<file path="config.mk">
export PLATFORM = sky130hd
export DESIGN_NAME = trxsc_state_ctrl
export DESIGN_NICKNAME = d
export VERILOG_FILES = /design/src/core/trxsc_pkg.sv /design/src/core/trxsc_state_ctrl.sv /design/src/core/trxsc_clkout_gen.sv
export VERILOG_INCLUDE_DIRS = /design/src /design/src/core
export SDC_FILE = /design/constraint.sdc
export NUM_CORES = 1
export LEC_CHECK = 0
export ABC_CLOCK_PERIOD_IN_PS = 6670
export BUFFER_PORTS_ARGS = -buffer_cell sky130_fd_sc_hd__buf_2
export CAP_MARGIN = 15
export CORE_MARGIN = 2
export CORE_UTILIZATION = 45
export DETAILED_ROUTE_END_ITERATION = 10
export PLACE_DENSITY = 0.61
export SETUP_SLACK_MARGIN = 0.2
export SLEW_MARGIN = 30
export SYNTH_ARGS = -nofsm -noshare
export SYNTH_HDL_FRONTEND = slang
export SYNTH_SLANG_ARGS = --single-unit
</file>
<file path="constraint.sdc">
create_clock -name clk -period 6.67 [get_ports clk]
set_input_delay 0.3335 -clock clk [delete_from_list [all_inputs] [get_ports clk]]
set_output_delay 0.3335 -clock clk [all_outputs]
set_load 0.05 [all_outputs]
</file>
<file path="src/core/trxsc_params.svh">
// named offsets, codes and timing figures of the transceiver state control
`ifndef TRXSC_PARAMS_SVH
`define TRXSC_PARAMS_SVH

// ----------------------------------------------------------------
// register offsets
// ----------------------------------------------------------------
`define TRXSC_OFS_STATUS      8'h01
`define TRXSC_OFS_COMMAND     8'h02

// ----------------------------------------------------------------
// state command field codes
// ----------------------------------------------------------------
`define TRXSC_CMD_NOP         5'h00
`define TRXSC_CMD_TX_START    5'h02
`define TRXSC_CMD_FORCE_IDLE  5'h03
`define TRXSC_CMD_FORCE_SYNTH 5'h04
`define TRXSC_CMD_LISTEN      5'h06
`define TRXSC_CMD_IDLE        5'h08
`define TRXSC_CMD_SYNTH       5'h09

// ----------------------------------------------------------------
// state status field codes
// ----------------------------------------------------------------
`define TRXSC_ST_POWER_ON     5'h00
`define TRXSC_ST_BUSY_RX      5'h01
`define TRXSC_ST_BUSY_TX      5'h02
`define TRXSC_ST_LISTEN       5'h06
`define TRXSC_ST_IDLE         5'h08
`define TRXSC_ST_SYNTH        5'h09
`define TRXSC_ST_SLEEP        5'h0f
`define TRXSC_ST_NOCLK        5'h1c
`define TRXSC_ST_PENDING      5'h1f

// ----------------------------------------------------------------
// clock output select and timing
// ----------------------------------------------------------------
`define TRXSC_CLKSEL_OFF      3'h0
`define TRXSC_CLKSEL_RESET    3'h1
`define TRXSC_CLKSEL_SLOW     3'h6
`define TRXSC_STOP_EDGES      6'h23
`define TRXSC_CLK_HZ          125000000
`define TRXSC_CLK_NS          8
`define TRXSC_SETTLE_NS       110
`define TRXSC_CLKOUT1_HZ      1000000
`define TRXSC_CLKOUT2_HZ      2000000
`define TRXSC_CLKOUT3_HZ      4000000
`define TRXSC_CLKOUT4_HZ      8000000
`define TRXSC_CLKOUT5_HZ      16000000
`define TRXSC_CLKOUT6_HZ      250000
`define TRXSC_SYMBOL_HZ       50000

`endif

</file>
<file path="src/core/trxsc_pkg.sv">
// types shared by the transceiver state control files
`default_nettype none

package trxsc_pkg;

	typedef enum logic [3:0] {
		ST_POWER_ON,
		ST_PIN_RESET,
		ST_SLEEP,
		ST_IDLE,
		ST_TRANSIT,
		ST_SYNTH,
		ST_LISTEN,
		ST_NOCLK,
		ST_BUSY_RX,
		ST_BUSY_TX,
		ST_CLK_STOP
	} trxsc_state_t;

	typedef struct packed {
		logic       valid;
		logic [4:0] code;
	} trxsc_cmd_t;

	typedef struct packed {
		logic       wr;
		logic [2:0] clkSel;
		logic       wakeIrqEn;
		logic       digOverride;
	} trxsc_cfg_t;

	typedef struct packed {
		logic synthOn;
		logic analogRegOn;
		logic digitalRegOn;
		logic lowPowerRegOn;
		logic spiEnable;
	} trxsc_pwr_t;

endpackage : trxsc_pkg

`default_nettype wire

</file>
<file path="src/core/trxsc_state_ctrl.sv">
// basic-mode state controller of the transceiver
//
// What this block does
// [RL1] host commands and pins both change state
// [RL2] host waits while status shows pending code
// [RL3] host reads status to confirm each change
// [RL4] pin high: idle to sleep, listen to no-clock
// [RL5] pin low in no-clock returns to listen
// [RL6] reset pin clears registers except clock select and pulls
// [RL7] idle and forced idle reach idle-clock
// [RL8] plain idle waits until busy activity ends
// [RL9] forced synth ready aborts, keeps synth powered
// [RL10] forced synth ignored in power-on, sleep, no-clock
// [RL11] host lowers sleep pin before forced commands
// [RL12] power-on starts with 1MHz clock output
// [RL13] power-on reset sets every register default
// [RL14] input pulls on in power-on only
// [RL15] leaving power-on sets digital output pulls
// [RL16] host keeps pins idle before leaving power-on; the bench pulses the reset pin in power-on
// [RL17] wake interrupt disabled by default
// [RL18] host waits for clock output before access; after its second power-on reset the bench writes at once
// [RL19] idle command in power-on reaches idle-clock
// [RL20] sleep only from idle-clock; registers kept
// [RL21] fast clock output stops after 35 edges
// [RL22] slow or off clock output stops at once
// [RL23] pin low in sleep wakes; frame buffer lost
// [RL24] reset pin in sleep wakes with defaults
// [RL25] commands invalid in a state are ignored
`include "trxsc_params.svh"
`timescale 1ns/1ps
`default_nettype none

module trxsc_state_ctrl #(
	parameter int unsigned SETTLE_NS = `TRXSC_SETTLE_NS,
	parameter int unsigned SYMBOL_HZ = `TRXSC_SYMBOL_HZ
) (
	// clock and power-on reset
	input  wire logic                 clk,
	input  wire logic                 nrst,
	// pins from outside the clock domain
	input  wire logic                 sleepTxPin,
	input  wire logic                 resetPinN,
	input  wire logic                 xtalStable,
	// host command and configuration writes
	input  wire trxsc_pkg::trxsc_cmd_t cmdReq,
	input  wire trxsc_pkg::trxsc_cfg_t cfgReq,
	// radio activity
	input  wire logic                 frameDetect,
	input  wire logic                 activityDone,
	// status and events
	output var  logic [4:0]           stateStatus,
	output var  logic [2:0]           clockOutSelect,
	output var  logic                 wakeDoneIrq,
	output var  logic                 abortActivity,
	output var  logic                 frameBufClear,
	output var  logic                 idlePending,
	// pins and power
	output var  logic                 clockOut,
	output var  logic                 inputPullEn,
	output var  logic [1:0]           digOutPullDgnd,
	output var  logic [1:0]           digOutPullAgnd,
	output var  trxsc_pkg::trxsc_pwr_t pwrCtl
);

	localparam int unsigned SETTLE_CYC_RAW = (SETTLE_NS + `TRXSC_CLK_NS - 1) / `TRXSC_CLK_NS;
	localparam int unsigned SETTLE_CYC     = (SETTLE_CYC_RAW < 1) ? 1 : SETTLE_CYC_RAW;

	// ------------------------------------------------------------
	// pin synchronisers, two flops per pin; sleep pin taken as a level
	// ------------------------------------------------------------
	logic [2:0] pinMeta_q;
	logic [2:0] pinSync_q;
	logic       sleepPin;
	logic       pinRst;
	logic       xtalOk;

	always_ff @(posedge clk or negedge nrst) begin
		if (!nrst) begin
			pinMeta_q <= 3'h2;
			pinSync_q <= 3'h2;
		end else begin
			pinMeta_q <= {xtalStable, resetPinN, sleepTxPin};
			pinSync_q <= pinMeta_q;
		end
	end

	assign sleepPin = pinSync_q[0];
	assign pinRst   = !pinSync_q[1];
	assign xtalOk   = pinSync_q[2];

	// ------------------------------------------------------------
	// command decode
	// ------------------------------------------------------------
	logic cmdIdle;
	logic cmdForceIdle;
	logic cmdForceSynth;
	logic cmdSynth;
	logic cmdListen;
	logic cmdTx;
	logic anyIdle;

	assign cmdIdle       = cmdReq.valid && (cmdReq.code == `TRXSC_CMD_IDLE);
	assign cmdForceIdle  = cmdReq.valid && (cmdReq.code == `TRXSC_CMD_FORCE_IDLE);
	assign cmdForceSynth = cmdReq.valid && (cmdReq.code == `TRXSC_CMD_FORCE_SYNTH);
	assign cmdSynth      = cmdReq.valid && (cmdReq.code == `TRXSC_CMD_SYNTH);
	assign cmdListen     = cmdReq.valid && (cmdReq.code == `TRXSC_CMD_LISTEN);
	assign cmdTx         = cmdReq.valid && (cmdReq.code == `TRXSC_CMD_TX_START);
	assign anyIdle       = cmdIdle || cmdForceIdle;

	// ------------------------------------------------------------
	// state registers
	// ------------------------------------------------------------
	trxsc_pkg::trxsc_state_t state_q;
	trxsc_pkg::trxsc_state_t state_d;
	trxsc_pkg::trxsc_state_t target_q;
	trxsc_pkg::trxsc_state_t target_d;
	logic [5:0]              cnt_q;
	logic [5:0]              cnt_d;
	logic                    pend_d;
	logic                    wake_d;
	logic                    abort_d;
	logic                    leavePon;
	logic                    clkRise;
	logic                    fastClk;
	logic                    clkEn;
	logic                    wakeIrqEn_q;
	logic                    digOverride_q;
	logic                    cfgWr;

	assign fastClk = (clockOutSelect != `TRXSC_CLKSEL_OFF) && (clockOutSelect < `TRXSC_CLKSEL_SLOW);

	// ------------------------------------------------------------
	// next state
	// ------------------------------------------------------------
	always_comb begin
		state_d  = state_q;
		target_d = target_q;
		cnt_d    = cnt_q;
		pend_d   = idlePending;
		wake_d   = 1'b0;
		abort_d  = 1'b0;
		if (pinRst) begin
			// a reset held in power-on keeps power-on
			if (state_q != trxsc_pkg::ST_POWER_ON) begin
				state_d = trxsc_pkg::ST_PIN_RESET; // RL6
			end
			pend_d = 1'b0;
		end else begin
			case (state_q)
				trxsc_pkg::ST_POWER_ON: begin
					if (anyIdle) begin
						state_d = trxsc_pkg::ST_IDLE; // RL19
						wake_d  = 1'b1;
					end
				end
				trxsc_pkg::ST_PIN_RESET: begin
					state_d = trxsc_pkg::ST_IDLE; // RL24
					wake_d  = 1'b1;
				end
				trxsc_pkg::ST_IDLE: begin
					if (sleepPin) begin
						// level sensitive: a pin still high after wake re-enters
						target_d = trxsc_pkg::ST_SLEEP; // RL20
						cnt_d    = 6'h00;
						state_d  = fastClk ? trxsc_pkg::ST_CLK_STOP
						                   : trxsc_pkg::ST_SLEEP; // RL22
					end else if (cmdSynth || cmdForceSynth) begin
						target_d = trxsc_pkg::ST_SYNTH;
						cnt_d    = 6'(SETTLE_CYC);
						state_d  = trxsc_pkg::ST_TRANSIT;
					end else if (cmdListen) begin
						target_d = trxsc_pkg::ST_LISTEN;
						cnt_d    = 6'(SETTLE_CYC);
						state_d  = trxsc_pkg::ST_TRANSIT;
					end
				end
				trxsc_pkg::ST_TRANSIT: begin
					// commands are not taken while the pending code shows
					cnt_d = cnt_q - 6'h01; // RL2
					if (cnt_q <= 6'h01) begin
						state_d = target_q;
					end
				end
				trxsc_pkg::ST_SYNTH: begin
					if (anyIdle) begin
						state_d = trxsc_pkg::ST_IDLE; // RL7
					end else if (cmdListen) begin
						state_d = trxsc_pkg::ST_LISTEN;
					end else if (cmdTx) begin
						state_d = trxsc_pkg::ST_BUSY_TX;
					end
				end
				trxsc_pkg::ST_LISTEN: begin
					if (sleepPin) begin
						target_d = trxsc_pkg::ST_NOCLK; // RL4
						cnt_d    = 6'h00;
						state_d  = fastClk ? trxsc_pkg::ST_CLK_STOP
						                   : trxsc_pkg::ST_NOCLK;
					end else if (anyIdle) begin
						state_d = trxsc_pkg::ST_IDLE; // RL7
					end else if (cmdSynth || cmdForceSynth) begin
						state_d = trxsc_pkg::ST_SYNTH; // RL9
					end else if (frameDetect) begin
						state_d = trxsc_pkg::ST_BUSY_RX;
					end
				end
				trxsc_pkg::ST_NOCLK: begin
					// forced synth ready has no effect here
					if (!sleepPin) begin
						state_d = trxsc_pkg::ST_LISTEN; // RL5
					end else if (anyIdle) begin
						state_d = trxsc_pkg::ST_IDLE; // RL7
					end else if (frameDetect) begin
						state_d = trxsc_pkg::ST_BUSY_RX; // RL10
					end
				end
				trxsc_pkg::ST_BUSY_RX, trxsc_pkg::ST_BUSY_TX: begin
					if (cmdForceIdle) begin
						state_d = trxsc_pkg::ST_IDLE; // RL7
						abort_d = 1'b1;
						pend_d  = 1'b0;
					end else if (cmdForceSynth) begin
						state_d = trxsc_pkg::ST_SYNTH; // RL9
						abort_d = 1'b1;
						pend_d  = 1'b0;
					end else if (activityDone) begin
						pend_d = 1'b0;
						if (idlePending || cmdIdle) begin
							state_d = trxsc_pkg::ST_IDLE; // RL8
						end else if (state_q == trxsc_pkg::ST_BUSY_RX) begin
							state_d = trxsc_pkg::ST_LISTEN;
						end else begin
							state_d = trxsc_pkg::ST_SYNTH;
						end
					end else if (cmdIdle) begin
						pend_d = 1'b1; // RL8
					end
				end
				trxsc_pkg::ST_CLK_STOP: begin
					// counts clock output rising edges before stopping it
					if (clkRise) begin
						cnt_d = cnt_q + 6'h01;
						if (cnt_q + 6'h01 >= `TRXSC_STOP_EDGES) begin
							state_d = target_q; // RL21
						end
					end
				end
				trxsc_pkg::ST_SLEEP: begin
					if (!sleepPin) begin
						state_d = trxsc_pkg::ST_IDLE; // RL23
						wake_d  = 1'b1;
					end
				end
				default: begin
					state_d = trxsc_pkg::ST_POWER_ON;
				end
			endcase
		end
	end

	always_ff @(posedge clk or negedge nrst) begin
		if (!nrst) begin
			state_q     <= trxsc_pkg::ST_POWER_ON; // RL12
			target_q    <= trxsc_pkg::ST_IDLE;
			cnt_q       <= 6'h00;
			idlePending <= 1'b0;
		end else begin
			state_q     <= state_d; // RL1
			target_q    <= target_d;
			cnt_q       <= cnt_d;
			idlePending <= pend_d;
		end
	end

	// ------------------------------------------------------------
	// configuration registers
	// ------------------------------------------------------------
	assign cfgWr    = cfgReq.wr && pwrCtl.spiEnable;
	assign leavePon = (state_q == trxsc_pkg::ST_POWER_ON) && (state_d == trxsc_pkg::ST_IDLE);

	// clock select is shadowed: only the power-on reset clears it
	always_ff @(posedge clk or negedge nrst) begin
		if (!nrst) begin
			clockOutSelect <= `TRXSC_CLKSEL_RESET; // RL13
		end else if (cfgWr && !pinRst) begin
			clockOutSelect <= cfgReq.clkSel; // RL6
		end
	end

	always_ff @(posedge clk or negedge nrst) begin
		if (!nrst) begin
			wakeIrqEn_q   <= 1'b0; // RL17
			digOverride_q <= 1'b0;
		end else if (pinRst) begin
			wakeIrqEn_q   <= 1'b0; // RL6
			digOverride_q <= 1'b0;
		end else if (cfgWr) begin
			wakeIrqEn_q   <= cfgReq.wakeIrqEn;
			digOverride_q <= cfgReq.digOverride;
		end
	end

	// pulls are left alone by the reset pin
	always_ff @(posedge clk or negedge nrst) begin
		if (!nrst) begin
			inputPullEn    <= 1'b1; // RL14
			digOutPullDgnd <= 2'h0;
			digOutPullAgnd <= 2'h0;
		end else if (leavePon) begin
			inputPullEn    <= 1'b0; // RL14
			digOutPullDgnd <= digOverride_q ? 2'h0 : 2'h3; // RL15
			digOutPullAgnd <= digOverride_q ? 2'h0 : 2'h3; // RL15
		end
	end

	// ------------------------------------------------------------
	// events and status
	// ------------------------------------------------------------
	logic [4:0] status_d;
	logic       sleepEnter;

	assign sleepEnter = (state_q != trxsc_pkg::ST_SLEEP) && (state_d == trxsc_pkg::ST_SLEEP);

	always_comb begin
		case (state_d)
			trxsc_pkg::ST_POWER_ON: status_d = `TRXSC_ST_POWER_ON;
			trxsc_pkg::ST_SLEEP:    status_d = `TRXSC_ST_SLEEP;
			trxsc_pkg::ST_IDLE:     status_d = `TRXSC_ST_IDLE;
			trxsc_pkg::ST_SYNTH:    status_d = `TRXSC_ST_SYNTH;
			trxsc_pkg::ST_LISTEN:   status_d = `TRXSC_ST_LISTEN;
			trxsc_pkg::ST_NOCLK:    status_d = `TRXSC_ST_NOCLK;
			trxsc_pkg::ST_BUSY_RX:  status_d = `TRXSC_ST_BUSY_RX;
			trxsc_pkg::ST_BUSY_TX:  status_d = `TRXSC_ST_BUSY_TX;
			default:                status_d = `TRXSC_ST_PENDING; // RL2
		endcase
	end

	always_ff @(posedge clk or negedge nrst) begin
		if (!nrst) begin
			stateStatus   <= `TRXSC_ST_POWER_ON;
			wakeDoneIrq   <= 1'b0;
			abortActivity <= 1'b0;
			frameBufClear <= 1'b0;
		end else begin
			stateStatus   <= status_d; // RL25
			wakeDoneIrq   <= wake_d && wakeIrqEn_q && !pinRst; // RL19
			abortActivity <= abort_d;
			frameBufClear <= sleepEnter; // RL23
		end
	end

	// ------------------------------------------------------------
	// clock output and power
	// ------------------------------------------------------------
	assign clkEn = xtalOk && (clockOutSelect != `TRXSC_CLKSEL_OFF)
	            && (state_q != trxsc_pkg::ST_SLEEP) && (state_q != trxsc_pkg::ST_NOCLK); // RL22

	trxsc_clkout_gen #(
		.SYMBOL_HZ (SYMBOL_HZ)
	) u_clkout (
		.clk       (clk),
		.nrst      (nrst),
		.enable    (clkEn),
		.sel       (clockOutSelect),
		.clkOut    (clockOut),
		.risePulse (clkRise)
	);

	always_ff @(posedge clk or negedge nrst) begin
		if (!nrst) begin
			pwrCtl <= '{synthOn: 1'b0, analogRegOn: 1'b0, digitalRegOn: 1'b1,
			            lowPowerRegOn: 1'b0, spiEnable: 1'b1}; // RL12
		end else begin
			pwrCtl.synthOn       <= (state_d >= trxsc_pkg::ST_SYNTH)
			                     && (state_d != trxsc_pkg::ST_CLK_STOP); // RL9
			pwrCtl.analogRegOn   <= (state_d >= trxsc_pkg::ST_TRANSIT)
			                     && (state_d != trxsc_pkg::ST_CLK_STOP);
			pwrCtl.digitalRegOn  <= (state_d != trxsc_pkg::ST_SLEEP);
			pwrCtl.lowPowerRegOn <= (state_d == trxsc_pkg::ST_SLEEP); // RL20
			pwrCtl.spiEnable     <= (state_d != trxsc_pkg::ST_SLEEP);
		end
	end

endmodule : trxsc_state_ctrl

`default_nettype wire

</file>
<file path="src/core/trxsc_clkout_gen.sv">
// clock output divider with a pulse on every output rising edge
`include "trxsc_params.svh"
`timescale 1ns/1ps
`default_nettype none

module trxsc_clkout_gen #(
	parameter int unsigned SYMBOL_HZ = `TRXSC_SYMBOL_HZ
) (
	// clock and reset
	input  wire logic       clk,
	input  wire logic       nrst,
	// control
	input  wire logic       enable,
	input  wire logic [2:0] sel,
	// output
	output var  logic       clkOut,
	output var  logic       risePulse
);

	localparam int unsigned H1 = `TRXSC_CLK_HZ / (2 * `TRXSC_CLKOUT1_HZ);
	localparam int unsigned H2 = `TRXSC_CLK_HZ / (2 * `TRXSC_CLKOUT2_HZ);
	localparam int unsigned H3 = `TRXSC_CLK_HZ / (2 * `TRXSC_CLKOUT3_HZ);
	localparam int unsigned H4 = `TRXSC_CLK_HZ / (2 * `TRXSC_CLKOUT4_HZ);
	localparam int unsigned H5 = `TRXSC_CLK_HZ / (2 * `TRXSC_CLKOUT5_HZ);
	localparam int unsigned H6 = `TRXSC_CLK_HZ / (2 * `TRXSC_CLKOUT6_HZ);
	localparam int unsigned H7 = `TRXSC_CLK_HZ / (2 * SYMBOL_HZ);

	logic [15:0] halfCnt;
	logic [15:0] cnt_q;
	logic [15:0] cnt_d;
	logic        clk_d;
	logic        wrap;

	// half period per select, in system clocks
	always_comb begin
		case (sel)
			3'h1:    halfCnt = 16'(H1);
			3'h2:    halfCnt = 16'(H2);
			3'h3:    halfCnt = 16'(H3);
			3'h4:    halfCnt = 16'(H4);
			3'h5:    halfCnt = 16'(H5);
			3'h6:    halfCnt = 16'(H6);
			3'h7:    halfCnt = 16'(H7);
			default: halfCnt = 16'h0001;
		endcase
	end

	assign wrap      = enable && (cnt_q + 16'h0001 >= halfCnt);
	assign cnt_d     = (!enable || wrap) ? 16'h0000 : cnt_q + 16'h0001;
	assign clk_d     = enable && (wrap ? !clkOut : clkOut);
	assign risePulse = wrap && !clkOut;

	always_ff @(posedge clk or negedge nrst) begin
		if (!nrst) begin
			cnt_q  <= 16'h0000;
			clkOut <= 1'b0;
		end else begin
			cnt_q  <= cnt_d;
			clkOut <= clk_d;
		end
	end

endmodule : trxsc_clkout_gen

`default_nettype wire

</file>
==> results of run 1 <==
metal layers:
layer	vias up	wire length (microns)
li1	1578	-
met1	1534	4070
met2	100	4240
met3	7	507
met4	0	70
met5	-	0
cell usage in the layout, fill, tap and decap left out, types with 5 or more instances in the layout:
| master | n |
|---|---|
| dfrtp_1 | 49 |
| buf_2 | 42 |
| nand2_1 | 34 |
| o21ai_0 | 25 |
| nand3_1 | 23 |
| ha_1 | 22 |
| a21oi_1 | 21 |
| nor2_1 | 21 |
| inv_1 | 17 |
| and3_1 | 11 |
| nor3_1 | 8 |
| a31oi_1 | 8 |
| nor4_1 | 8 |
| xor2_1 | 7 |
| nor4b_1 | 7 |
| xnor2_1 | 7 |
| dfstp_2 | 7 |
| a211oi_1 | 6 |
| nor2b_1 | 6 |
| or3_1 | 6 |
| and2_1 | 5 |
| a21o_1 | 5 |
| o31ai_1 | 5 |
| clkbuf_8 | 5 |
| conb_1 | 5 |
registers in the layout (all words and copies together) (netlist names), 3 cells and up:
name	flops
clockOutSelect	3
u_clkout.cnt_q	16
pwrCtl	4
cnt_q	6
stateStatus	5
pinSync_q	3
state_q	4
target_q	3
pinMeta_q	3
power groups by stage:
stage / combinational, mW / sequential [mW] / clock [mW]
2_1_floorplan: 0.423 / 0.573 / 0
3_3_place_gp: 0.647 / 0.491 / 0
3_5_place_dp: 0.651 / 0.491 / 0
4_1_cts: 0.653 / 0.486 / 0.198
5_1_grt: 0.720 / 0.501 / 0.210
6_report: 0.653 / 0.486 / 0.190
metrics by stage:
stage               hold WS (ns)  instances  setup WS, ns  cell area, sq um  power [mW]
global route               0.105        550          1.44              4090        1.43
global placement           0.336        541          1.75              4000        1.14
CTS                        0.102        549          1.63              4080        1.34
finish                     0.111        550          1.85              4090        1.33
detailed placement         0.335        541          1.68              4000        1.14
floorplan                 0.0379        417          1.93              3760       0.995
final timing paths:
kind | start | end | slack (ns) | depth (start not counted)
max | u_clkout.cnt_q[0]$_DFF_PN0_ | stateStatus[1]$_DFF_PN0_ | 1.85 | 19
min | resetPinN | pinMeta_q[1]$_DFF_PN1_ | 0.11 | 1
min in group asynchronous | nrst | u_clkout.cnt_q[5]$_DFF_PN0_ | 0.14 | 2
min reg2reg | pinMeta_q[0]$_DFF_PN0_ | pinSync_q[0]$_DFF_PN0_ | 0.36 | 0
max reg2reg | u_clkout.cnt_q[0]$_DFF_PN0_ | stateStatus[1]$_DFF_PN0_ | 1.85 | 19
max in group asynchronous | nrst | idlePending$_DFFE_PN0P_ | 6.06 | 2
cell families after synthesis:
group | Yosys count | synth area share, %
xor+xnor | 14 | 3.27
buf+inv | 42 | 5.01
compound gates | 110 | 20.7
mux | 5 | 1.47
other cells | 1 | 0.100
simple gates | 163 | 24.5
fa+ha+maj | 22 | 7.34
flops | 56 | 37.6
worst max-delay path, stage by stage (launching register included):
cell	delay, ns
dfrtp_1	0.42
ha_1	0.22
and4_1	0.26
nand2_1	0.08
xnor2_1	0.14
ha_1	0.30
a21o_1	0.11
a211oi_1	0.06
o22ai_1	0.34
buf_2	0.28
o21ba_2	0.16
ha_1	0.16
o21ai_0	0.10
o31a_1	0.37
a211o_1	0.30
or2_2	0.34
and2_1	0.20
ha_1	0.24
or3_1	0.35
mux2_2	0.26
final cells by class:
type / count / area share, %
Clock inverter: 3 / 0.459
Timing Repair Buffer: 44 / 5.50
Tap cell: 105 / 3.21
Clock buffer: 5 / 1.68
Multi-Input combinational cell: 319 / 53.0
Inverter: 18 / 1.65
Sequential cell: 56 / 34.5
==> flow_summary.html, run 1 <==
<table>
<tr><th>Metric</th><th>Value</th></tr>
<tr><th colspan="2">Routing</th></tr>
<tr><td>DRC violations left</td><td>0</td></tr>
<tr><td>Wire length per cell</td><td>16.2 microns</td></tr>
<tr><td>Antenna Violating Nets Remaining</td><td>0</td></tr>
<tr><td>DR pass1 iterations</td><td>5</td></tr>
<tr><td>Ratio of routed vias to standard cells</td><td>5.85</td></tr>
<tr><td>Sum of routed wire length over all layers</td><td>8890 microns</td></tr>
<tr><td>Count of routing violations after the opening detailed-route iteration</td><td>roughly 320</td></tr>
<tr><td>Via count</td><td>3219</td></tr>
<tr><th colspan="2">Synth</th></tr>
<tr><td>Instance count of the mapped netlist</td><td>slightly above 400</td></tr>
<tr><td>Top-area cell type share of the netlist area</td><td>32.7%</td></tr>
<tr><td>Yosys warnings</td><td>0</td></tr>
<tr><td>Syn Area/Cell</td><td>9.08 sq um</td></tr>
<tr><td>Most common cell in the synthesized netlist</td><td>dfrtp_1</td></tr>
<tr><td>EDFF count, synth</td><td>0</td></tr>
<tr><td>Number of distinct library cells after synthesis</td><td>70</td></tr>
<tr><td>Cell area after technology mapping</td><td>between 3000 and 4000 sq um</td></tr>
<tr><td>Cell taking the most area after synthesis</td><td>dfrtp_1</td></tr>
<tr><td>Cell types with the highest counts after synthesis</td><td>49 x dfrtp_1, 34 x nand2_1, 25 x o21ai_0</td></tr>
<tr><td>Fraction of registers with async set/reset</td><td>100%</td></tr>
<tr><td>Share of synthesized area occupied by flip-flops and latches</td><td>between 30% and 40%</td></tr>
<tr><td>Flip-flop cell with the highest count after synthesis</td><td>dfrtp_1</td></tr>
<tr><td>Largest cells by area after synthesis</td><td>dfrtp_1 33%, ha_1 7.3%, dfstp_2 4.9%</td></tr>
<tr><td>Count of state elements after synthesis</td><td>56</td></tr>
<tr><th colspan="2">Setup path</th></tr>
<tr><td>Largest fanout of any net on the critical path</td><td>8</td></tr>
<tr><td>Endpoint kind of the worst setup timing path</td><td>flop</td></tr>
<tr><td>Required @ worst endpoint</td><td>6.87 ns</td></tr>
<tr><td>Worst Path Class, Setup</td><td>reg -&gt; reg</td></tr>
<tr><td>Data arrival time at the worst-slack endpoint</td><td>5.03 ns</td></tr>
<tr><td>Kind of start point of the critical path</td><td>flop</td></tr>
<tr><th colspan="2">Power and ir drop</th></tr>
<tr><td>Switching power share of the total</td><td>47.9%</td></tr>
<tr><td>Flop pwr share</td><td>between 30 and 40%</td></tr>
<tr><td>Cell area power density</td><td>325 nW/um^2</td></tr>
<tr><td>Design internal power</td><td>~0.69 mW</td></tr>
<tr><td>Combinational share of power</td><td>49.1%</td></tr>
<tr><td>Static Leakage</td><td>between 1.5 and 2 nW</td></tr>
<tr><td>Maximum resistive drop on vdd</td><td>about 0.00022 V</td></tr>
<tr><td>Switching power</td><td>0.637 mW</td></tr>
<tr><td>Part of the total power dissipated in the clock network</td><td>14.3%</td></tr>
<tr><th colspan="2">Global route</th></tr>
<tr><td>Number of global-route vias before repair</td><td>slightly below 3000</td></tr>
<tr><td>Met3 layer usage reported by global route</td><td>2.61%</td></tr>
<tr><td>Busiest metal layer after global routing</td><td>met2</td></tr>
<tr><td>Fraction of met2 tracks used by global routing</td><td>32.6%</td></tr>
<tr><td>Met1 global-route usage</td><td>between 20% and 30%</td></tr>
<tr><td>First-pass GRT wire length</td><td>14400 microns</td></tr>
<tr><td>Initial antenna violation count</td><td>0</td></tr>
<tr><td>Pin count of the biggest net entering global routing</td><td>57</td></tr>
<tr><td>Remaining global-route overflow</td><td>0</td></tr>
<tr><td>Global router's overall resource usage</td><td>between 20% and 30%</td></tr>
<tr><th colspan="2">Timing</th></tr>
<tr><td>Post-route clock skew</td><td>0.00796 ns</td></tr>
<tr><td>Post-route fraction of the period consumed by the critical path</td><td>72.3%</td></tr>
<tr><td>Upper clock frequency limit</td><td>roughly 0.21 GHz</td></tr>
<tr><td>Final-layout setup total negative slack</td><td>0 ns</td></tr>
<tr><td>Slew margin rel.</td><td>45.5%</td></tr>
<tr><td>Final Hold Viols</td><td>0</td></tr>
<tr><td>Max-slew violation total from the final report</td><td>0</td></tr>
<tr><td>Post-route minimum period</td><td>4.82 ns</td></tr>
<tr><td>RSZ-0062 raised after global routing</td><td>no</td></tr>
<tr><td>Final setup vio count</td><td>0</td></tr>
<tr><td>Transition time of the tightest slew-check pin</td><td>0.813 ns</td></tr>
<tr><th colspan="2">CTS</th></tr>
<tr><td>Clock buffer depth</td><td>2</td></tr>
<tr><td>Clock tree from TritonCTS</td><td>built</td></tr>
<tr><td>Clk_lat worst skew</td><td>0.31 ns</td></tr>
<tr><td>Clock edge transition at the registers on the reported setup and hold paths</td><td>0.11 ns</td></tr>
<tr><td>PostCTS Resize Cnt</td><td>0</td></tr>
<tr><td>Clk Tree Root Cell</td><td>clkbuf_8</td></tr>
<tr><td>CTS sink cnt</td><td>56</td></tr>
<tr><td>Number of buffers created by CTS</td><td>5</td></tr>
<tr><td>Post-cts hold buffer count</td><td>0</td></tr>
<tr><td>Number of buffers inserted by post-CTS setup repair</td><td>0</td></tr>
<tr><td>H-tree depth</td><td>2</td></tr>
<tr><th colspan="2">Die</th></tr>
<tr><td>Die height</td><td>95.3 microns</td></tr>
<tr><td>Starting density of the core</td><td>46.1%</td></tr>
<tr><td>Die outline area</td><td>just over 9000 sq um</td></tr>
<tr><td>Std-Cell Core Area</td><td>8130 sq um</td></tr>
<tr><td>Die extent in x</td><td>95.3 microns</td></tr>
<tr><td>Total number of placement rows</td><td>33</td></tr>
<tr><td>Boundary pin count</td><td>between 40 and 50</td></tr>
<tr><th colspan="2">Finish</th></tr>
<tr><td>Number of nets in the layout</td><td>a little under 500</td></tr>
<tr><td>Total area of sequential cells</td><td>1410 sq um</td></tr>
<tr><td>Number of antenna cells inserted</td><td>0</td></tr>
<tr><td>Multi-input combinational cell area</td><td>2170 sq um</td></tr>
<tr><td>Ratio of cells with drive above 1 in the final layout</td><td>roughly 18%</td></tr>
<tr><td>Fill count</td><td>770</td></tr>
<tr><td>Layout overhead on the synthesized area</td><td>9.18%</td></tr>
<tr><td>Final Util</td><td>50.3%</td></tr>
<tr><th colspan="2">Placement</th></tr>
<tr><td>RePlAce Congestion</td><td>0.867</td></tr>
<tr><td>Dpl hpwl</td><td>between 6000 and 7000 microns</td></tr>
<tr><td># port buffers</td><td>41</td></tr>
<tr><th colspan="2">Outcome</th></tr>
<tr><td>Run status</td><td>completed</td></tr>
<tr><th colspan="2">Flow run</th></tr>
<tr><td>Max Cap Violations</td><td>0</td></tr>
<tr><th colspan="2">Hold path</th></tr>
<tr><td>Hold crit path type</td><td>in -&gt; reg</td></tr>
</table>
(Power assumes the default switching activity.)
==> inputs of run 2 (changes only) <==
--- a/config.mk
+++ b/config.mk
@@ -6,13 +6,13 @@
 export SDC_FILE = /design/constraint.sdc
 export NUM_CORES = 1
 export LEC_CHECK = 0
-export ABC_CLOCK_PERIOD_IN_PS = 6670
+export ABC_CLOCK_PERIOD_IN_PS = 4200
 export BUFFER_PORTS_ARGS = -buffer_cell sky130_fd_sc_hd__buf_2
 export CAP_MARGIN = 15
 export CORE_MARGIN = 2
 export CORE_UTILIZATION = 45
 export DETAILED_ROUTE_END_ITERATION = 10
-export PLACE_DENSITY = 0.61
+export PLACE_DENSITY = 0.63
 export SETUP_SLACK_MARGIN = 0.2
 export SLEW_MARGIN = 30
 export SYNTH_ARGS = -nofsm -noshare
==> constraint.sdc (replaced) <==
create_clock -name clk -period 4.2 [get_ports clk]
set_input_delay 0.21 -clock clk [delete_from_list [all_inputs] [get_ports clk]]
set_output_delay 0.21 -clock clk [all_outputs]
set_load 0.05 [all_outputs]
==> run 2 against run 1 <==
Compared with the run above:
- non-clock buffer count grew 19
- power grew 67%
- clock power grew 68%
- core utilization grew 3.6 points
- sequential cell count is the same
- setup slack lost 1.6 ns
- first-iteration DRC count shrank 27%
- sequential share of layout area shrank 2.1 points
==> flow_summary.html, run 2 (same netlist as run 1, synthesis figures left out) <==
<table>
<tr><th>Metric</th><th>Value</th></tr>
<tr><th colspan="2">Global route</th></tr>
<tr><td>Remaining global-route overflow</td><td>0</td></tr>
<tr><td>Number of global-route vias before repair</td><td>3021</td></tr>
<tr><td>Initial antenna violation count</td><td>0</td></tr>
<tr><td>Pin count of the biggest net entering global routing</td><td>between 50 and 60</td></tr>
<tr><td>First-pass GRT wire length</td><td>around 15000 microns</td></tr>
<tr><td>Global router's overall resource usage</td><td>20.7%</td></tr>
<tr><th colspan="2">Placement</th></tr>
<tr><td># port buffers</td><td>41</td></tr>
<tr><td>Count of placed standard cells including taps</td><td>551</td></tr>
<tr><td>Dpl hpwl</td><td>6570 microns</td></tr>
<tr><td>RePlAce Congestion</td><td>around 0.9</td></tr>
<tr><td>Placed cell areas</td><td>4150 sq um</td></tr>
<tr><th colspan="2">Outcome</th></tr>
<tr><td>Run status</td><td>completed</td></tr>
<tr><th colspan="2">Setup path</th></tr>
<tr><td>Maximum cell stage delay along the critical path</td><td>0.42 ns</td></tr>
<tr><td>Reg2Reg Capture Point</td><td>stateStatus[1]$_DFF_PN0_</td></tr>
<tr><td>Kind of start point of the critical path</td><td>flop</td></tr>
<tr><td>R2R depth</td><td>18</td></tr>
<tr><td>Slowest cell on the critical path</td><td>dfrtp_1</td></tr>
<tr><td>Cell family with most CP delay</td><td>simple AND/OR/NAND/NOR gates</td></tr>
<tr><td>FF-to-FF setup slack</td><td>0.23 ns</td></tr>
<tr><td>Required @ worst endpoint</td><td>roughly 4.4 ns</td></tr>
<tr><td>Worst Path Class, Setup</td><td>reg -&gt; reg</td></tr>
<tr><td>Largest fanout of any net on the critical path</td><td>5</td></tr>
<tr><td>Data arrival time at the worst-slack endpoint</td><td>4.17 ns</td></tr>
<tr><td>Worst-path cell chain</td><td>buf_4 &gt; and3_1 &gt; nand3_2 &gt; nor2_2 &gt; xor2_1 &gt; ha_1 &gt; nand4_1 &gt; o22ai_2 &gt; o21ba_4 &gt; ha_4 &gt; o21ai_2 &gt; o31a_1 &gt; a211o_1 &gt; or2_4 &gt; and2_4 &gt; ha_4 &gt; or3_1 &gt; mux2_4</td></tr>
<tr><td>Reg-to-reg critical path startpoint</td><td>u_clkout.cnt_q[0]$_DFF_PN0_</td></tr>
<tr><td>Endpoint kind of the worst setup timing path</td><td>flop</td></tr>
<tr><td>Buffer and inverter count on the worst path</td><td>1</td></tr>
<tr><td>Most frequent CP cell</td><td>ha_4</td></tr>
<tr><td>Path length in cells of the critical path</td><td>18</td></tr>
<tr><th colspan="2">Die</th></tr>
<tr><td>Total number of placement rows</td><td>33</td></tr>
<tr><td>Boundary pin count</td><td>42</td></tr>
<tr><td>Die height</td><td>95.3 microns</td></tr>
<tr><td>Die extent in x</td><td>95.3 microns</td></tr>
<tr><td>Std-Cell Core Area</td><td>8130 sq um</td></tr>
<tr><td>Starting density of the core</td><td>46.1%</td></tr>
<tr><td>Die outline area</td><td>9080 sq um</td></tr>
<tr><th colspan="2">Timing</th></tr>
<tr><td>Post-route clock skew</td><td>0.00654 ns</td></tr>
<tr><td>RSZ-0062 raised after global routing</td><td>yes</td></tr>
<tr><td>Max-slew violation total from the final report</td><td>0</td></tr>
<tr><td>Post-route minimum period</td><td>3.97 ns</td></tr>
<tr><td>Slew margin rel.</td><td>52.4%</td></tr>
<tr><td>Post-route fraction of the period consumed by the critical path</td><td>a little over nine tenths</td></tr>
<tr><td>Transition time of the tightest slew-check pin</td><td>0.714 ns</td></tr>
<tr><td>Upper clock frequency limit</td><td>around 0.25 GHz</td></tr>
<tr><td>Final-layout setup total negative slack</td><td>0 ns</td></tr>
<tr><td>Final Hold Viols</td><td>0</td></tr>
<tr><td>Final setup vio count</td><td>0</td></tr>
<tr><th colspan="2">Finish</th></tr>
<tr><td>Most common library cell in the layout ignoring fill and taps</td><td>dfrtp_1</td></tr>
<tr><td>Number of nets in the layout</td><td>504</td></tr>
<tr><td>Number of antenna cells inserted</td><td>0</td></tr>
<tr><td>Register with the most flip-flops</td><td>u_clkout.cnt_q</td></tr>
<tr><td>Highest-count cells in the layout ignoring fill and taps</td><td>47 x dfrtp_1, 41 x buf_2, 31 x nand2_1, 22 x o21ai_0, 22 x nand3_1</td></tr>
<tr><td>Final standard cell area without fillers</td><td>4380 sq um</td></tr>
<tr><td>Final non-filler cell total</td><td>around 570</td></tr>
<tr><td>Ratio of cells with drive above 1 in the final layout</td><td>24.6%</td></tr>
<tr><td>Max FFs per register</td><td>16</td></tr>
<tr><td>Layout overhead on the synthesized area</td><td>16.9%</td></tr>
<tr><td>Top Registers</td><td>u_clkout.cnt_q: 16 flops, cnt_q: 6 flops, stateStatus: 5 flops</td></tr>
<tr><th colspan="2">CTS</th></tr>
<tr><td>Clock edge transition at the registers on the reported setup and hold paths</td><td>about 0.11 ns</td></tr>
<tr><td>CTS sink cnt</td><td>56</td></tr>
<tr><td>Clock buffer depth</td><td>2</td></tr>
<tr><td>Number of buffers created by CTS</td><td>5</td></tr>
<tr><td>Clk Tree Root Cell</td><td>clkbuf_8</td></tr>
<tr><td>Clock tree from TritonCTS</td><td>built</td></tr>
<tr><td>Clk_lat worst skew</td><td>0.31 ns</td></tr>
<tr><td>H-tree depth</td><td>2</td></tr>
<tr><th colspan="2">Routing</th></tr>
<tr><td>Highest Signal Layer</td><td>met4</td></tr>
<tr><td>M1 WL</td><td>4500 microns</td></tr>
<tr><td>Via count</td><td>3317</td></tr>
<tr><td>Met3 wirelength from detailed routing</td><td>500 microns</td></tr>
<tr><td>DR pass1 iterations</td><td>4</td></tr>
<tr><td>Antenna Violating Nets Remaining</td><td>0</td></tr>
<tr><td>Count of routing violations after the opening detailed-route iteration</td><td>233</td></tr>
<tr><td>DRC violations left</td><td>0</td></tr>
<tr><td>Ratio of routed vias to standard cells</td><td>roughly 5.8</td></tr>
<tr><td>Sum of routed wire length over all layers</td><td>9180 microns</td></tr>
<tr><td>Routed wire length on met2</td><td>between 4000 and 5000 microns</td></tr>
<tr><td>Wire length per cell</td><td>around 16 microns</td></tr>
<tr><th colspan="2">Hold path</th></tr>
<tr><td>Hold crit path type</td><td>in -&gt; async</td></tr>
<tr><th colspan="2">Power and ir drop</th></tr>
<tr><td>Cell area power density</td><td>approximately 510 nW/um^2</td></tr>
<tr><td>Maximum resistive drop on vdd</td><td>0.000328 V</td></tr>
<tr><td>Static Leakage</td><td>1.98 nW</td></tr>
<tr><th colspan="2">Flow run</th></tr>
<tr><td>Max Cap Violations</td><td>0</td></tr>
</table>
run 2: cell count changes in the layout (fill, tap and decap cells not counted), moves of 2 or more:
| cell | delta |
|---|---|
| buf_4 | +17 |
| dfrtp_1 | -2 |
| dfrtp_2 | +2 |
| dlygate4sd3_1 | +3 |
| ha_1 | -4 |
| ha_4 | +4 |
| nand2_1 | -3 |
| nand2_2 | +3 |
| nor2_1 | -2 |
| nor2_2 | +2 |
| o21ai_0 | -3 |
| o21ai_2 | +2 |
run 2: routing by layer:
metal / up-vias / GRT usage [%]
li1: 1619 / -
met1: 1596 / 32.5
met2: 96 / 30.3
met3: 6 / 2.53
met4: 0 / 4.23
met5: - / 0
run 2: cell type report:
type | count | area, sq um
inverters | 18 | 67.6
multi-input cells | 319 | 2290
repair buffers | 63 | 378
well taps | 105 | 131
flip-flops and latches | 56 | 1420
fillers | 736 | 3750
clock buffers | 6 | 82.6
clock inverters | 2 | 13.8
run 2: repair_timing:
action                     4_1_cts  5_1_grt
buffers inserted                 2        5
hold endpoints to repair         2        1
pin swaps                        1       12
setup endpoints to repair        2        8
gates resized for setup          4        9
hold buffers                     2        1
run 2: worst register-to-register path: stages, from the launching register on:
cell,delay [ns]
dfrtp_1,0.42
buf_4,0.16
and3_1,0.21
nand3_2,0.12
nor2_2,0.05
xor2_1,0.18
ha_1,0.31
nand4_1,0.11
o22ai_2,0.18
o21ba_4,0.18
ha_4,0.13
o21ai_2,0.06
o31a_1,0.32
a211o_1,0.25
or2_4,0.25
and2_4,0.16
ha_4,0.17
or3_1,0.34
mux2_4,0.27
run 2: metrics by stage:
stage          hold slack, ns  utilization, %  worst slack [ns]  power [mW]
3_5_place_dp            0.316            51.1            0.0955        1.89
4_1_cts             0.0000127            52.9             0.201        2.22
2_1_floorplan         -0.0856               -             0.111        1.64
6_report               0.0268            53.9             0.234        2.22
3_3_place_gp            0.316            51.1             0.184        1.88
5_1_grt                0.0933            53.9             0.130        2.37
run 2: where the power goes:
part           internal, mW  switching (mW)
sequential            0.649           0.108
combinational         0.393           0.750
clock                 0.136           0.184
run 2: worst max-delay path by stage:
| stage | startpoint | to | slack, ns |
|---|---|---|---|
| 2_1_floorplan | clockOutSelect[2]$_DFFE_PN0P_ | stateStatus[1]$_DFF_PN0_ | 0.11 |
| 3_3_place_gp | u_clkout.cnt_q[0]$_DFF_PN0_ | stateStatus[1]$_DFF_PN0_ | 0.18 |
| 3_5_place_dp | u_clkout.cnt_q[0]$_DFF_PN0_ | stateStatus[1]$_DFF_PN0_ | 0.1 |
| 4_1_cts | u_clkout.cnt_q[0]$_DFF_PN0_ | stateStatus[1]$_DFF_PN0_ | 0.20 |
| 5_1_grt | u_clkout.cnt_q[0]$_DFF_PN0_ | stateStatus[1]$_DFF_PN0_ | 0.13 |
| 6_report | u_clkout.cnt_q[0]$_DFF_PN0_ | stateStatus[1]$_DFF_PN0_ | 0.23 |
==> inputs of run 3 (changes only) <==
--- a/config.mk
+++ b/config.mk
@@ -12,8 +12,8 @@
 export CORE_MARGIN = 2
 export CORE_UTILIZATION = 45
 export DETAILED_ROUTE_END_ITERATION = 10
-export PLACE_DENSITY = 0.63
-export SETUP_SLACK_MARGIN = 0.2
+export PLACE_DENSITY = 0.67
+export SETUP_SLACK_MARGIN = 0.5
 export SLEW_MARGIN = 30
 export SYNTH_ARGS = -nofsm -noshare
 export SYNTH_HDL_FRONTEND = slang
==> run 3 against run 2 <==
Compared with the run above:
- final cell count increased by 1.2%
- sequential cell count did not move
- clock skew rose by 0.0030 ns
- combinational power grew 11%
- sequential power decreased by 1%
- die area did not move
- global-route usage hardly changed
- hold slack improved by 0.0015 ns
- critical path type unchanged
- critical endpoint unchanged
- largest power group unchanged
==> flow_summary.html, run 3 (same netlist as run 1, synthesis figures left out) <==
<table>
<tr><th>Metric</th><th>Value</th></tr>
<tr><th colspan="2">Flow run</th></tr>
<tr><td>Max Cap Violations</td><td>0</td></tr>
<tr><th colspan="2">Outcome</th></tr>
<tr><td>Run status</td><td>completed</td></tr>
<tr><th colspan="2">Setup path</th></tr>
<tr><td>Kind of start point of the critical path</td><td>flop</td></tr>
<tr><td>Worst-path cell chain</td><td>ha_2 &gt; and4_4 &gt; nand2_4 &gt; xnor2_2 &gt; ha_1 &gt; a21o_1 &gt; a211oi_2 &gt; o22ai_2 &gt; o21ba_4 &gt; ha_4 &gt; o21ai_2 &gt; or4_4 &gt; o21ai_1 &gt; nand2_1 &gt; a31o_4 &gt; ha_4 &gt; or3_1 &gt; mux2_4</td></tr>
<tr><td>R2R depth</td><td>18</td></tr>
<tr><td>Worst Path Class, Setup</td><td>reg -&gt; reg</td></tr>
<tr><td>Endpoint kind of the worst setup timing path</td><td>flop</td></tr>
<tr><td>Most frequent CP cell</td><td>ha_4</td></tr>
<tr><td>Required @ worst endpoint</td><td>4.41 ns</td></tr>
<tr><td>Data arrival time at the worst-slack endpoint</td><td>4.21 ns</td></tr>
<tr><td>Largest fanout of any net on the critical path</td><td>4</td></tr>
<tr><td>Maximum cell stage delay along the critical path</td><td>0.52 ns</td></tr>
<tr><td>Slowest cell on the critical path</td><td>or4_4</td></tr>
<tr><th colspan="2">Global route</th></tr>
<tr><td>Initial antenna violation count</td><td>0</td></tr>
<tr><td>Busiest metal layer after global routing</td><td>met2</td></tr>
<tr><td>Pin count of the biggest net entering global routing</td><td>57</td></tr>
<tr><td>Remaining global-route overflow</td><td>0</td></tr>
<tr><td>Number of global-route vias before repair</td><td>3055</td></tr>
<tr><td>Met1 global-route usage</td><td>30.1%</td></tr>
<tr><td>First-pass GRT wire length</td><td>14800 microns</td></tr>
<tr><td>Global router's overall resource usage</td><td>20.6%</td></tr>
<tr><td>Fraction of met2 tracks used by global routing</td><td>roughly 32%</td></tr>
<tr><td>Met3 layer usage reported by global route</td><td>approximately 3.2%</td></tr>
<tr><th colspan="2">Routing</th></tr>
<tr><td>Via count</td><td>around 3300</td></tr>
<tr><td>DRC violations left</td><td>0</td></tr>
<tr><td>Sum of routed wire length over all layers</td><td>just over 9000 microns</td></tr>
<tr><td>Ratio of routed vias to standard cells</td><td>5.75</td></tr>
<tr><td>Count of routing violations after the opening detailed-route iteration</td><td>184</td></tr>
<tr><td>Wire length per cell</td><td>15.9 microns</td></tr>
<tr><td>DR pass1 iterations</td><td>4</td></tr>
<tr><td>Antenna Violating Nets Remaining</td><td>0</td></tr>
<tr><th colspan="2">Timing</th></tr>
<tr><td>Post-route minimum period</td><td>about 4.0 ns</td></tr>
<tr><td>RSZ-0062 raised after global routing</td><td>yes</td></tr>
<tr><td>Transition time of the tightest slew-check pin</td><td>0.711 ns</td></tr>
<tr><td>Post-route fraction of the period consumed by the critical path</td><td>95.2%</td></tr>
<tr><td>Final-layout setup total negative slack</td><td>0 ns</td></tr>
<tr><td>Final setup vio count</td><td>0</td></tr>
<tr><td>Upper clock frequency limit</td><td>around 0.25 GHz</td></tr>
<tr><td>Post-route clock skew</td><td>0.00950 ns</td></tr>
<tr><td>Max-slew violation total from the final report</td><td>0</td></tr>
<tr><td>Final Hold Viols</td><td>0</td></tr>
<tr><td>Slew margin rel.</td><td>52.6%</td></tr>
<tr><th colspan="2">CTS</th></tr>
<tr><td>Clock edge transition at the registers on the reported setup and hold paths</td><td>between 0.1 and 0.15 ns</td></tr>
<tr><td>Clk Tree Root Cell</td><td>clkbuf_8</td></tr>
<tr><td>Clk_lat worst skew</td><td>0.31 ns</td></tr>
<tr><td>H-tree depth</td><td>2</td></tr>
<tr><td>Clock tree from TritonCTS</td><td>built</td></tr>
<tr><td>Number of buffers created by CTS</td><td>5</td></tr>
<tr><td>Clock buffer depth</td><td>2</td></tr>
<tr><td>CTS sink cnt</td><td>between 50 and 60</td></tr>
<tr><th colspan="2">Die</th></tr>
<tr><td>Die extent in x</td><td>around 95 microns</td></tr>
<tr><td>Die outline area</td><td>9080 sq um</td></tr>
<tr><td>Boundary pin count</td><td>42</td></tr>
<tr><td>Std-Cell Core Area</td><td>around 8100 sq um</td></tr>
<tr><td>Die height</td><td>95.3 microns</td></tr>
<tr><td>Starting density of the core</td><td>46.1%</td></tr>
<tr><td>Total number of placement rows</td><td>33</td></tr>
<tr><th colspan="2">Placement</th></tr>
<tr><td>Dpl hpwl</td><td>6540 microns</td></tr>
<tr><td>RePlAce Congestion</td><td>0.972</td></tr>
<tr><td># port buffers</td><td>41</td></tr>
<tr><th colspan="2">Finish</th></tr>
<tr><td>Fill count</td><td>a little under 700</td></tr>
<tr><td>Ratio of cells with drive above 1 in the final layout</td><td>27.8%</td></tr>
<tr><td>Number of antenna cells inserted</td><td>0</td></tr>
<tr><td>Top Registers</td><td>u_clkout.cnt_q: 16 flops, cnt_q: 6 flops, stateStatus: 5 flops</td></tr>
<tr><td>Layout overhead on the synthesized area</td><td>20.6%</td></tr>
<tr><td>Max FFs per register</td><td>16</td></tr>
<tr><td>Most common library cell in the layout ignoring fill and taps</td><td>dfrtp_1</td></tr>
<tr><td>Highest-count cells in the layout ignoring fill and taps</td><td>47 x dfrtp_1, 41 x buf_2, 31 x nand2_1, 24 x buf_4, 22 x o21ai_0</td></tr>
<tr><td>Register with the most flip-flops</td><td>u_clkout.cnt_q</td></tr>
<tr><td>Number of nets in the layout</td><td>between 500 and 600</td></tr>
<tr><th colspan="2">Power and ir drop</th></tr>
<tr><td>Cell area power density</td><td>514 nW/um^2</td></tr>
<tr><td>Static Leakage</td><td>2.04 nW</td></tr>
<tr><td>PnR Total Power</td><td>2.32 mW</td></tr>
<tr><td>Maximum resistive drop on vdd</td><td>0.000275 V</td></tr>
<tr><th colspan="2">Hold path</th></tr>
<tr><td>Hold crit path type</td><td>in -&gt; async</td></tr>
</table>
-- run 3: changes by cell type in the layout (fill, tap and decap cells not counted), sizes merged --
cell,change
buf,+7
clkbuf,-1
clkinvlp,+1
-- run 3: worst max-delay path, delay by kind of cell, from the launching register on --
family / cells / cell delay, ns
fa+ha+maj: 4 / 0.82
mux: 1 / 0.27
simple gates: 5 / 1.28
compound gates: 7 / 1.00
flops: 1 / 0.42
xor+xnor: 1 / 0.14
-- run 3: metrics by stage --
step / area, sq um / hold slack [ns] / std cells / util, % / worst slack (ns)
after floorplan: 3850 / -0.0856 / 417 / - / 0.111
after global placement: 4150 / 0.316 / 550 / 51.0 / 0.184
after detailed placement: 4150 / 0.316 / 550 / 51.0 / 0.0716
after CTS: 4390 / 0.00268 / 568 / 54.0 / 0.240
after global routing: 4520 / 0.0885 / 576 / 55.6 / 0.0938
final: 4520 / 0.0283 / 576 / 55.6 / 0.203
-- run 3: path summary, 6_finish.rpt --
check                                       startpoint  slack (ns)                            end
hold / removal                                    nrst        0.03   u_clkout.cnt_q[12]$_DFF_PN0_
setup / recovery           u_clkout.cnt_q[0]$_DFF_PN0_        0.20       stateStatus[1]$_DFF_PN0_
setup reg to reg           u_clkout.cnt_q[0]$_DFF_PN0_        0.20       stateStatus[1]$_DFF_PN0_
min in group clk                             cfgReq[3]        0.12  clockOutSelect[1]$_DFFE_PN0P_
max in group asynchronous                         nrst        3.67  clockOutSelect[2]$_DFFE_PN0P_
hold reg to reg                 pinMeta_q[1]$_DFF_PN1_        0.36         pinSync_q[1]$_DFF_PN1_
-- run 3: power by group --
part	leakage, nW	switching (mW)	internal [mW]
registers	0.698	0.0993	0.648
logic	1.29	0.797	0.467
clock network	0.0463	0.189	0.123
total	2.04	1.09	1.24
-- run 3: per-layer routing --
| metal | vias up | wire [microns] |
|---|---|---|
| met5 | - | 0 |
| met4 | 0 | 65 |
| met2 | 87 | 4300 |
| met3 | 8 | 375 |
| li1 | 1626 | - |
| met1 | 1591 | 4440 |
-- run 3: final cells by class --
class | instances | area, sq um | share of cell area (%)
Clock buffer | 5 | 68.8 | 1.52
Timing Repair Buffer | 70 | 438 | 9.69
Tap cell | 105 | 131 | 2.91
Multi-Input combinational cell | 319 | 2370 | 52.4
Inverter | 18 | 67.6 | 1.50
Sequential cell | 56 | 1420 | 31.3
Clock inverter | 3 | 27.5 | 0.609
-- run 3: what timing repair did --
action / CTS / global route
setup endpoints to repair: 12 / 12
pin swaps: 18 / 17
setup buffers: 9 / 6
resized for setup: 14 / 14
hold buffers: 1 / 2
hold endpoints to repair: 1 / 2
gates cloned: 0 / 0
